`config.mk`:
```
export PLATFORM = sky130hd
export DESIGN_NAME = fiq_ctrl
export DESIGN_NICKNAME = d
export VERILOG_FILES = /design/src/fiq_pkg.sv /design/src/fiq_ctrl.sv
export SDC_FILE = /design/constraint.sdc
export NUM_CORES = 2
export LEC_CHECK = 0
export BUFFER_PORTS_ARGS = -buffer_cell sky130_fd_sc_hd__clkbuf_2
export CORE_ASPECT_RATIO = 1.4
export CORE_MARGIN = 1
export CORE_UTILIZATION = 48
export DETAILED_ROUTE_END_ITERATION = 7
export GPL_TIMING_DRIVEN = 1
export HOLD_SLACK_MARGIN = 0.08
export MAX_ROUTING_LAYER = met4
export PLACE_DENSITY_LB_ADDON = 0.15
export RECOVER_POWER = 50
export SYNTH_ARGS = -nofsm -noshare
export SYNTH_HDL_FRONTEND = slang
export SYNTH_SLANG_ARGS = --single-unit
```
`constraint.sdc`:
```
create_clock -name REF_CLK -period 110.3 [get_ports REF_CLK]
set_input_delay 16.545 -clock REF_CLK [delete_from_list [all_inputs] [get_ports REF_CLK]]
set_output_delay 16.545 -clock REF_CLK [all_outputs]
set_load 0.03 [all_outputs]
```
`src/fiq_pkg.sv`:
```
package fiq_pkg;

   // ==========================================================
   // Geometry
   // ==========================================================
   localparam int NSRC = 32;  // Interrupt sources, source 0 is fast
   localparam int NLVL = 8;   // Priority levels and stack depth

   // ==========================================================
   // Register byte offsets
   // ==========================================================
   localparam logic [11:0] OFF_MODE_BASE   = 12'h000; // source_mode_zero..31
   localparam logic [11:0] OFF_VECT_BASE   = 12'h080; // source_vector_zero..31
   localparam logic [11:0] OFF_NORMAL_VEC  = 12'h100; // normal_vector_reg
   localparam logic [11:0] OFF_FAST_VEC    = 12'h104; // fast_vector_reg
   localparam logic [11:0] OFF_CUR_STATUS  = 12'h108; // current_irq_status
   localparam logic [11:0] OFF_PENDING     = 12'h10c; // pending_reg
   localparam logic [11:0] OFF_MASK        = 12'h110; // mask_reg
   localparam logic [11:0] OFF_CORE_STAT   = 12'h114; // Core request status
   localparam logic [11:0] OFF_ENABLE_CMD  = 12'h120; // enable_cmd_reg
   localparam logic [11:0] OFF_DISABLE_CMD = 12'h124; // disable_cmd_reg
   localparam logic [11:0] OFF_CLEAR_CMD   = 12'h128; // clear_cmd_reg
   localparam logic [11:0] OFF_SET_CMD     = 12'h12c; // Set command
   localparam logic [11:0] OFF_EOI_CMD     = 12'h130; // end_of_irq_cmd
   localparam logic [11:0] OFF_SPURIOUS    = 12'h134; // spurious_vector_reg
   localparam logic [11:0] OFF_DEBUG_CTRL  = 12'h138; // debug_ctrl_reg
   localparam logic [11:0] OFF_FORCE_EN    = 12'h140; // forcing_enable_cmd
   localparam logic [11:0] OFF_FORCE_DIS   = 12'h144; // forcing_disable_cmd
   localparam logic [11:0] OFF_FORCE_STAT  = 12'h148; // forcing_status_reg

   // ==========================================================
   // Field positions and reset values
   // ==========================================================
   localparam int POS_PROTECT      = 0;  // debug_ctrl_reg protect_enable
   localparam int POS_GMASK        = 1;  // debug_ctrl_reg general_mask
   localparam int POS_TYPE_LO      = 5;  // source_trigger_type low bit
   localparam int POS_TYPE_HI      = 6;  // source_trigger_type high bit
   localparam int POS_PRIO_HI      = 2;  // Priority field top bit
   localparam logic [31:0] RST_WORD = 32'h0000_0000;
   localparam logic [1:0]  RESP_OKAY   = 2'h0;
   localparam logic [1:0]  RESP_SLVERR = 2'h2;

   // Bus slave states, one-hot
   typedef enum logic [2:0] {
      BS_IDLE = 3'h1,
      BS_WRSP = 3'h2,
      BS_RRSP = 3'h4
   } fiq_bus_t;

endpackage

```
`src/fiq_ctrl.sv`:
```
// How it works
// - Fast vector read clears edge source zero
// - Forcing enable/disable commands update forcing status
// - Forced source qualified, never normal, not arbitrated
// - Forced level source drives fast request
// - Forced edge source drives fast request
// - Forcing leaves source zero pending untouched
// - Fast vector always reads source vector zero
// - Fast vector read skips clearing while forcing
// - Normal vector read never clears forced sources
// - Source zero ORed with forced sources
// - Protect bit selects protect or normal mode
// - Normal read: resolve, return, record, push, ack
// - Protect read resolves only; write pushes, acks
// - Protect reads leave context and status alone
// - Normal-mode vector write does nothing
// - No pending source returns spurious vector
// - General mask holds both request lines inactive
// - General mask never blocks idle wake-up
// - End-of-interrupt pops stack, restores previous level
// - Trigger type selects edge or level polarity
// - Enable/disable commands set/clear the written mask bits
//
// The register offsets and the AXI4-Lite interface to the registers were chosen for this implementation.
`timescale 1ns/1ps
`default_nettype none

module fiq_ctrl (
   input  wire logic        REF_CLK,
   input  wire logic        RST_B,
   // Interrupt source pins, asynchronous
   input  wire logic [31:0] SRC_IN,
   // Request lines to the core, active low
   output logic             FAST_REQ_N,
   output logic             NORMAL_REQ_N,
   // Idle wake-up indication
   output logic             WAKE_UP,
   // AXI4-Lite slave
   input  wire logic [11:0] S_AXI_AWADDR,
   input  wire logic        S_AXI_AWVALID,
   output logic             S_AXI_AWREADY,
   input  wire logic [31:0] S_AXI_WDATA,
   input  wire logic [3:0]  S_AXI_WSTRB,
   input  wire logic        S_AXI_WVALID,
   output logic             S_AXI_WREADY,
   output logic [1:0]       S_AXI_BRESP,
   output logic             S_AXI_BVALID,
   input  wire logic        S_AXI_BREADY,
   input  wire logic [11:0] S_AXI_ARADDR,
   input  wire logic        S_AXI_ARVALID,
   output logic             S_AXI_ARREADY,
   output logic [31:0]      S_AXI_RDATA,
   output logic [1:0]       S_AXI_RRESP,
   output logic             S_AXI_RVALID,
   input  wire logic        S_AXI_RREADY
);

   // ==========================================================
   // State
   // ==========================================================
   typedef struct packed {
      logic [31:0]      sync1;      // Synchroniser first stage
      logic [31:0]      sync2;      // Synchroniser second stage
      logic [31:0]      prev;       // Previous sampled level
      logic [31:0]      edge_pend;  // Latched edge events
      logic [31:0]      enabled;    // mask_reg
      logic [31:0]      forcing;    // forcing_status_reg
      logic [fiq_pkg::NSRC-1:0][6:0]  mode;  // Source mode fields
      logic [fiq_pkg::NSRC-1:0][31:0] vect;  // Source vectors
      logic [31:0]      spurious;   // spurious_vector_reg
      logic             protect;    // protect_enable
      logic             gmask;      // general_mask
      logic [4:0]       cur_irq;    // current_irq_status
      logic [2:0]       cur_lvl;    // Current level
      logic             cur_valid;  // A level is stacked
      logic [3:0]       sp;         // Stack depth
      logic [fiq_pkg::NLVL-1:0][2:0] stk_lvl;  // Saved levels
      logic [fiq_pkg::NLVL-1:0][4:0] stk_irq;  // Saved numbers
      logic [fiq_pkg::NLVL-1:0]      stk_val;  // Saved validity
      logic [4:0]       held_irq;   // Recorded in protect mode
      logic             held_spur;  // Recorded read was spurious
      logic             fast_n;     // Registered fast request
      logic             norm_n;     // Registered normal request
      logic             wake;       // Registered wake-up
      fiq_pkg::fiq_bus_t bus;       // Bus slave state
      logic [31:0]      rdata;      // Read data
      logic [1:0]       resp;       // Response code
   } fiq_st_t;

   fiq_st_t st;       // Current state
   fiq_st_t next_st;  // Next state

   // Combinational helpers
   logic [31:0] lvl_hi;     // Qualified level per source
   logic [31:0] qual;       // Pending and qualified
   logic [31:0] is_edge;    // Source is edge triggered
   logic [31:0] edge_evt;   // Active edge this cycle
   logic [31:0] eligible;   // Enabled, pending, not forced
   logic [4:0]  best_irq;   // Arbitration winner
   logic [2:0]  best_lvl;   // Winner level
   logic        best_ok;    // Winner beats current
   logic [11:0] wa;         // Write address
   logic [11:0] ra;         // Read address
   logic        do_wr;      // Write taken
   logic        do_rd;      // Read taken
   logic [31:0] rd_val;     // Read mux
   logic        rd_err;     // Unmapped read
   logic        wr_err;     // Unmapped write

   // ==========================================================
   // Qualification and arbitration
   // ==========================================================
   always_comb begin
      lvl_hi   = '0;
      is_edge  = '0;
      edge_evt = '0;
      for (int i = 0; i < fiq_pkg::NSRC; i++) begin
         is_edge[i]  = st.mode[i][fiq_pkg::POS_TYPE_LO];
         lvl_hi[i]   = st.mode[i][fiq_pkg::POS_TYPE_HI] ? st.sync2[i] : ~st.sync2[i];
         // Active edge seen
         edge_evt[i] = is_edge[i] & lvl_hi[i] & (st.sync2[i] ^ st.prev[i]);
      end
      qual = (is_edge & st.edge_pend) | (~is_edge & lvl_hi);
      eligible = qual & st.enabled & ~st.forcing;
      eligible[0] = 1'b0;
      best_irq = '0;
      best_lvl = '0;
      best_ok  = 1'b0;
      for (int i = 1; i < fiq_pkg::NSRC; i++) begin
         if (eligible[i] && (!best_ok || st.mode[i][fiq_pkg::POS_PRIO_HI:0] > best_lvl)) begin
            best_ok  = 1'b1;
            best_irq = 5'(i);
            best_lvl = st.mode[i][fiq_pkg::POS_PRIO_HI:0];
         end
      end
      if (st.cur_valid && best_lvl <= st.cur_lvl) begin
         best_ok = 1'b0;
      end
   end

   // ==========================================================
   // Bus decode
   // ==========================================================
   always_comb begin
      wa     = {S_AXI_AWADDR[11:2], 2'b00};
      ra     = {S_AXI_ARADDR[11:2], 2'b00};
      do_wr  = (st.bus == fiq_pkg::BS_IDLE) && S_AXI_AWVALID && S_AXI_WVALID;
      do_rd  = (st.bus == fiq_pkg::BS_IDLE) && S_AXI_ARVALID && !do_wr;
      rd_err = 1'b0;
      wr_err = !(wa <= fiq_pkg::OFF_NORMAL_VEC ||
                 (wa >= fiq_pkg::OFF_ENABLE_CMD && wa <= fiq_pkg::OFF_DEBUG_CTRL) ||
                 wa == fiq_pkg::OFF_FORCE_EN || wa == fiq_pkg::OFF_FORCE_DIS);
      rd_val = '0;
      if (ra < fiq_pkg::OFF_VECT_BASE) begin
         rd_val = {25'h0, st.mode[ra[6:2]]};
      end else if (ra < fiq_pkg::OFF_NORMAL_VEC) begin
         rd_val = st.vect[ra[6:2]];
      end else begin
         case (ra)
            fiq_pkg::OFF_NORMAL_VEC: rd_val = best_ok ? st.vect[best_irq] : st.spurious;
            fiq_pkg::OFF_FAST_VEC:   rd_val = st.vect[0];
            fiq_pkg::OFF_CUR_STATUS: rd_val = {27'h0, st.cur_irq};
            fiq_pkg::OFF_PENDING:    rd_val = qual;
            fiq_pkg::OFF_MASK:       rd_val = st.enabled;
            fiq_pkg::OFF_CORE_STAT:  rd_val = {30'h0, ~st.norm_n, ~st.fast_n};
            fiq_pkg::OFF_SPURIOUS:   rd_val = st.spurious;
            fiq_pkg::OFF_DEBUG_CTRL: rd_val = {30'h0, st.gmask, st.protect};
            fiq_pkg::OFF_FORCE_STAT: rd_val = st.forcing;
            default:        rd_err = 1'b1;
         endcase
      end
   end

   // ==========================================================
   // Next state
   // ==========================================================
   always_comb begin
      next_st       = st;
      next_st.sync1 = SRC_IN;
      next_st.sync2 = st.sync1;
      next_st.prev  = st.sync2;

      // Bus channel handshakes
      case (st.bus)
         fiq_pkg::BS_IDLE: begin
            if (do_wr) begin
               next_st.bus  = fiq_pkg::BS_WRSP;
               next_st.resp = wr_err ? fiq_pkg::RESP_SLVERR : fiq_pkg::RESP_OKAY;
            end else if (do_rd) begin
               next_st.bus   = fiq_pkg::BS_RRSP;
               next_st.rdata = rd_err ? fiq_pkg::RST_WORD : rd_val;
               next_st.resp  = rd_err ? fiq_pkg::RESP_SLVERR : fiq_pkg::RESP_OKAY;
            end
         end
         fiq_pkg::BS_WRSP: if (S_AXI_BREADY) next_st.bus = fiq_pkg::BS_IDLE;
         fiq_pkg::BS_RRSP: if (S_AXI_RREADY) next_st.bus = fiq_pkg::BS_IDLE;
         default: next_st.bus = fiq_pkg::BS_IDLE;
      endcase

      // Register writes
      if (do_wr && !wr_err) begin
         if (wa < fiq_pkg::OFF_VECT_BASE) begin
            next_st.mode[wa[6:2]] = S_AXI_WDATA[6:0];
         end else if (wa < fiq_pkg::OFF_NORMAL_VEC) begin
            next_st.vect[wa[6:2]] = S_AXI_WDATA;
         end else begin
            case (wa)
               fiq_pkg::OFF_NORMAL_VEC: begin
                  if (st.protect && !st.held_spur) begin
                     next_st.stk_lvl[st.sp[2:0]] = st.cur_lvl;
                     next_st.stk_irq[st.sp[2:0]] = st.cur_irq;
                     next_st.stk_val[st.sp[2:0]] = st.cur_valid;
                     next_st.sp        = st.sp + 4'h1;
                     next_st.cur_irq   = st.held_irq;
                     next_st.cur_lvl   = st.mode[st.held_irq][fiq_pkg::POS_PRIO_HI:0];
                     next_st.cur_valid = 1'b1;
                     if (is_edge[st.held_irq]) begin
                        next_st.edge_pend[st.held_irq] = 1'b0;
                     end
                  end
               end
               fiq_pkg::OFF_ENABLE_CMD:  next_st.enabled = st.enabled | S_AXI_WDATA;
               fiq_pkg::OFF_DISABLE_CMD: next_st.enabled = st.enabled & ~S_AXI_WDATA;
               fiq_pkg::OFF_CLEAR_CMD:   next_st.edge_pend = next_st.edge_pend & ~S_AXI_WDATA;
               fiq_pkg::OFF_SET_CMD:     next_st.edge_pend = next_st.edge_pend | S_AXI_WDATA;
               fiq_pkg::OFF_EOI_CMD: begin
                  if (st.sp != 4'h0) begin
                     next_st.sp        = st.sp - 4'h1;
                     next_st.cur_lvl   = st.stk_lvl[st.sp[2:0] - 3'h1];
                     next_st.cur_irq   = st.stk_irq[st.sp[2:0] - 3'h1];
                     next_st.cur_valid = st.stk_val[st.sp[2:0] - 3'h1];
                  end else begin
                     next_st.cur_valid = 1'b0;
                  end
               end
               fiq_pkg::OFF_SPURIOUS: next_st.spurious = S_AXI_WDATA;
               fiq_pkg::OFF_DEBUG_CTRL: begin
                  next_st.protect = S_AXI_WDATA[fiq_pkg::POS_PROTECT];
                  next_st.gmask   = S_AXI_WDATA[fiq_pkg::POS_GMASK];
               end
               fiq_pkg::OFF_FORCE_EN:  next_st.forcing = st.forcing | S_AXI_WDATA;
               fiq_pkg::OFF_FORCE_DIS: next_st.forcing = st.forcing & ~S_AXI_WDATA;
               default: ;
            endcase
         end
      end

      // Side effects of vector reads
      if (do_rd && ra == fiq_pkg::OFF_FAST_VEC) begin
         // Auto-clear edge source zero unless forcing used
         if (is_edge[0] && st.forcing[fiq_pkg::NSRC-1:1] == '0) begin
            next_st.edge_pend[0] = 1'b0;
         end
      end
      if (do_rd && ra == fiq_pkg::OFF_NORMAL_VEC) begin
         if (st.protect) begin
            next_st.held_irq  = best_irq;
            next_st.held_spur = !best_ok;
         end else if (best_ok) begin
            next_st.stk_lvl[st.sp[2:0]] = st.cur_lvl;
            next_st.stk_irq[st.sp[2:0]] = st.cur_irq;
            next_st.stk_val[st.sp[2:0]] = st.cur_valid;
            next_st.sp        = st.sp + 4'h1;
            next_st.cur_irq   = best_irq;
            next_st.cur_lvl   = best_lvl;
            next_st.cur_valid = 1'b1;
            if (is_edge[best_irq]) begin
               next_st.edge_pend[best_irq] = 1'b0;
            end
         end
      end
      // New events this cycle survive any clear
      next_st.edge_pend = next_st.edge_pend | edge_evt;

      next_st.fast_n = !(!st.gmask &&
         ((qual[0] && st.enabled[0]) || |(qual & st.enabled & st.forcing & ~32'h1)));
      // Normal line from unforced sources only
      next_st.norm_n = !(!st.gmask && best_ok);
      next_st.wake   = |(qual & st.enabled);
   end

   // Source zero pending untouched by forcing

   // ==========================================================
   // State register
   // ==========================================================
   always_ff @(posedge REF_CLK or negedge RST_B) begin
      if (!RST_B) begin
         st        <= '0;
         st.fast_n <= 1'b1;
         st.norm_n <= 1'b1;
         st.bus    <= fiq_pkg::BS_IDLE;
      end else begin
         st <= next_st;
      end
   end

   // ==========================================================
   // Outputs
   // ==========================================================
   assign FAST_REQ_N    = st.fast_n;
   assign NORMAL_REQ_N  = st.norm_n;
   assign WAKE_UP       = st.wake;
   assign S_AXI_AWREADY = do_wr;
   assign S_AXI_WREADY  = do_wr;
   assign S_AXI_ARREADY = do_rd;
   assign S_AXI_BVALID  = (st.bus == fiq_pkg::BS_WRSP);
   assign S_AXI_BRESP   = st.resp;
   assign S_AXI_RVALID  = (st.bus == fiq_pkg::BS_RRSP);
   assign S_AXI_RRESP   = st.resp;
   assign S_AXI_RDATA   = st.rdata;

endmodule

`default_nettype wire

```
# Yosys cells after proc, flatten, opt, wreduce, memory -nomap -nowiden
# Cells that the tools add are included.
word_totals:
  elab_cells: 679
  output_inout_bits: 44
  register_bits: 1605
  input_bits: 99
classes:
  magnitude_cmp: 48
  mux: 212
  eq_ne: 25
  reduce_logical: 136
  add_sub_neg: 3
  bitwise: 153
op_table:
  columns: ["operator", "n"]
  rows:
  - ["$mux W1463", 1]
  - ["$mux W1143", 1]
  - ["$bwmux W1024", 1]
  - ["$mux W1024", 1]
  - ["$mux W32", 14]
  - ["$and A32 B32 Y32", 10]
  - ["$bmux W32 S5", 2]
  - ["$pmux W32 S9", 1]
  - ["$mux W85", 3]
  - ["$bwmux W224", 1]
  - ["$mux W224", 1]
  - ["$mux W96", 2]
  - ["$eq A10 B7 Y1 const B", 19]
  - ["$demux W32 S5", 1]
  - ["$not A32 Y32", 5]
  - ["$or A32 B32 Y32", 5]
  - ["$mux W5", 31]
  - ["$pmux W32 S2", 2]
  - ["$mux W119", 1]
  - ["$mux W3", 37]
  - ["$pmux W32 S3", 1]
  - ["$mux W91", 1]
  - ["$gt A3 B3 Y1", 30]
  - ["$bwmux W40", 2]
  - ["other kinds (54)", 404]

# Longest topological paths before layout
logic_depth:
  word_depth: 138
  depth_mapped: 274
  mapped_depth_nobuf: 265

# Worst setup path before layout
# No wires, ideal clock.
synth_timing:
  path_kind: "register to register"
  from: "reg st (netlist bit next_st[1510])"
  to: "reg st[1483] (netlist name)"
  setup_ns: 0.144
  t_arrival_ns: 44.821
  required_time_ns: 110.156
  synth_period_minus_slack_ns: 44.965
  stages_incl_launch_ff: 243
  n_path_buf: 8
  slack_ns: 65.335
  cell_sequence: "dfrtp_1 > xor2_1 > a2111oi_4 > and2_1 > inv_1 > ha_1 > nand3_1 > o21ai_0 > or3_1 > nand3_1 > nand2_1 > inv_1 > ha_1 > nor2b_1 > o21a_1 > o21ai_0 > a211oi_1 > o21bai_1 > [207 not listed] > clkbuf_1 > clkbuf_1 > clkbuf_1 > o21ai_0 > ha_1 > nor2b_1 > o21a_1 > o21ai_0 > a32o_1 > nand2b_1 > clkbuf_1 > nor3_1 > o21ai_0 > a31oi_1 > o2111ai_1 > nor4_2 > buf_2 > a32oi_1"
synth_rtl:
  columns: ["element", "line_no", "text"]
  rows:
  - ["from (decl)", "fiq_ctrl.sv:90", "fiq_st_t st;"]
  - ["from (signal assigned)", "fiq_ctrl.sv:294", "st <= next_st;"]

==> impl_metrics.env <==
export IMPL_status="finished with violations"
export IMPL_failed_checks="design-rule violations, max-capacitance violations, max-slew violations"
export IMPL_synth_area_leaders="dfrtp_1, mux2_2, mux4_2"
export IMPL_antenna_found_initial=27
export IMPL_hpwl_um=234000
export IMPL_cts_resized=0
export IMPL_hold_buffers=0
export IMPL_worstSkewPairLatency_ps=870
export IMPL_worstSetupEndpointType="flip-flop"
export IMPL_final_max_slew_viol_count=1688
export IMPL_fin_util_pct=52.9
export IMPL_r2r_start="next_st[1510]"
export IMPL_syn_area_um2=87800
export IMPL_hold_path_class="flip-flop to flip-flop"
export IMPL_synth_top_cell_area_share_pct=45.6
export IMPL_worst_setup_path_type="flip-flop to flip-flop"
export IMPL_num_vias=69500
export IMPL_worst_endpoint_arrival_ps=57280
export IMPL_grt_pass1_wl_um=527000
export IMPL_nNetsFinal=7346
export IMPL_fin_crit_sh_pct=51.3
export IMPL_post_cts_buffers=0
export IMPL_rsz0062_at_grt="no"
export IMPL_start_util_pct=48.4
export IMPL_p_leak_nw=42.8
export IMPL_ant_nets=0
export IMPL_path_max_fanout=27
export IMPL_max_slew_worst_pin_slew_ps=9940
export IMPL_gr_usage_all_layers_pct=41.7
export IMPL_synth_seq_cells=1604
export IMPL_numPortBuffers=132
export IMPL_dp_cells=9439
export IMPL_worstSetupStartpoint="next_st[1510]"
export IMPL_layout_cells_non_filler=9774
export IMPL_vias_per_cell=7.11
export IMPL_synth_top_area_cell="dfrtp_1"
export IMPL_drc=16
export IMPL_clock_sinks=1604
export IMPL_clkTransAtPathRegs_ps=60
export IMPL_fmax_mhz=17.7
export IMPL_rrSetupSlack_ps=53710
export IMPL_slowest_stage="a2111oi_4"
export IMPL_layout_drive_gt1_share_pct=34.2
export IMPL_cap_viol_max_count=32
export IMPL_die_area_um2=185000
export IMPL_coreArea_um2=181000
export IMPL_power_density_nw_per_um2=13.1
export IMPL_avgSynthCellArea_um2=11.9
export IMPL_syn_to_final_growth_pct=9.42
export IMPL_clk_path_buf_depth=3
export IMPL_required_ps=110990
export IMPL_overflow=0
export IMPL_synth_edf_count=0
export IMPL_dominantRegCellSynth="dfrtp_1"
export IMPL_crit_top_cell="ha_1"
export IMPL_ys_async_sr_fraction_pct=100
export IMPL_pin_count=143
export IMPL_r2r_end="st[1490]"
export IMPL_place_congestion=1.03
export IMPL_relSlewSlack_pct=-562
export IMPL_placement_cell_area_um2=90700
export IMPL_ir_drop_mv=0.0106
export IMPL_firstDrtPassIters=8
export IMPL_cts_made_buffers=166
export IMPL_totalWireLength_um=374000
export IMPL_fin_ws_ps=53710
export IMPL_cts_root_buf="clkbuf_16"
export IMPL_yosysUniqueCellTypes=107
export IMPL_final_setup_skew_ps=33.1
export IMPL_wl_per_cell_um=38.3
export IMPL_netlist_instances=7359
export IMPL_drt_iter0_markers=9676
export IMPL_worst_r2r_path_depth=241
export IMPL_dpl_worst_slack_ps=55050
export IMPL_rows=185
export IMPL_cts_max_level=4
export IMPL_grt_max_degree=183
export IMPL_cpPeakStageDelay_ps=1210
export IMPL_cts_tree="built"
export IMPL_setup_viol=0
export IMPL_fp_dieW_um=363
export IMPL_ys_seq_area_share_pct=45.7
export IMPL_crit_end="st[1490]"
export IMPL_die_y_um=508
export IMPL_setup_tns_ps=0
export IMPL_post_route_cell_area_um2=96000
export IMPL_grt_pass1_vias=68100
export IMPL_hold_viol_final=0
export IMPL_period_needed_ps=56590
export IMPL_cp_start_kind="flip-flop"
export IMPL_yosysWarningCount=0
-- logic make-up (layout without fill, tap and decap cells) --
family | Yosys count | after routing | synth area share (%)
buf+inv | 788 | 739 | 3.69
mux | 1916 | 1916 | 30.2
other cells | 1 | 34 | 0.00427
xor+xnor | 34 | 34 | 0.339
fa+ha+maj | 77 | 77 | 1.08
simple gates | 1655 | 1655 | 8.81
compound gates | 1284 | 1284 | 10.2
flops | 1604 | 1604 | 45.7
-- area by class of cell --
class,instances,area (um2)
fillers,15900,85400
multi-input cells,4968,44800
flip-flops and latches,1604,40100
clock buffers,236,4740
well taps,2431,3040
repair buffers,304,1900
clock inverters,67,823
inverters,132,495
diodes,32,80.1
-- registers in the layout, summed over array words and instances, names as in the netlist --
| register | flops |
|---|---|
| FAST_REQ_N | 1 |
| S_AXI_BRESP | 1 |
| S_AXI_RDATA | 32 |
| NORMAL_REQ_N | 1 |
| is_edge | 32 |
| st | 1472 |
| WAKE_UP | 1 |
| next_st | 64 |
-- per-layer routing --
metal	track usage (%)	routed length, um	up-vias
li1	-	-	27300
met1	49.9	135000	36200
met2	60.4	168000	4611
met3	10.4	38200	1346
met4	32.0	33700	0
met5	-	0	-
-- per-stage QoR --
| step | hold WS, ps | power (W) |
|---|---|---|
| global placement | 334 | 0.000678 |
| finish | 343 | 0.00126 |
| global route | 350 | 0.00129 |
| detailed placement | 336 | 0.000679 |
| CTS | 349 | 0.00126 |
| floorplan | 331 | 0.000643 |
-- how the worst min path moves through the flow --
| stage | start | to | depth (start not counted) |
|---|---|---|---|
| 3_5_place_dp | next_st[1566] | next_st[1534] | 0 |
| 5_1_grt | next_st[1566] | next_st[1534] | 0 |
| 6_report | next_st[1561] | next_st[1529] | 0 |
| 4_1_cts | next_st[1566] | next_st[1534] | 0 |
| 3_3_place_gp | next_st[1566] | next_st[1534] | 0 |
| 2_1_floorplan | next_st[1541] | next_st[1509] | 0 |
-- Yosys cell counts (24+ instances only) --
cell	n
dfrtp_1	1601
o21a_1	26
nor3_1	91
o221ai_1	108
and2_1	33
mux2i_1	61
nor2_1	204
xor2_1	25
o211ai_1	32
ha_1	71
nand2_1	773
and3_1	31
a311oi_1	24
mux2_2	1413
clkbuf_1	453
o21ai_0	310
buf_2	79
inv_1	130
a222oi_1	25
a21oi_1	182
a211oi_1	30
o2111ai_1	28
nand2b_1	29
nand3_1	244
a31oi_1	69
buf_4	48
nor3b_1	36
a221oi_1	35
nor2b_1	48
nand4_1	30
a22oi_1	50
mux4_2	442
buf_1	76
and3b_1	25
o22ai_1	116
-- critical path: cells and delay by family, from the launching register on --
family,cells,cell delay [ps]
xor+xnor,1,270
flops,1,530
fa+ha+maj,37,10850
buf+inv,18,2470
mux,7,2510
simple gates,58,10640
compound gates,120,29020
-- power by group --
group	leakage [nW]	total (W)	internal [W]	switching (W)
combinational	18.2	0.0000689	0.0000179	0.0000510
clock	2.71	0.000589	0.000330	0.000260
sequential	21.9	0.000600	0.000594	0.00000617
-- layout by cell type (no fill, tap or decap), types with 33 or more instances in the layout --
cell type	n
dfrtp_1	1599
clkbuf_16	168
nor3b_1	35
inv_1	130
and2_1	33
clkbuf_1	106
o22ai_1	116
a21oi_1	180
nor2_1	167
nand2_1	768
nand3_1	239
mux2_2	1413
o21ai_0	309
nor3_1	85
ha_1	71
a22oi_1	50
nor2b_1	48
clkbuf_2	85
mux4_2	442
buf_4	145
o221ai_1	108
mux2i_1	61
a221oi_1	35
a31oi_1	69
(Power assumes the default switching activity.)
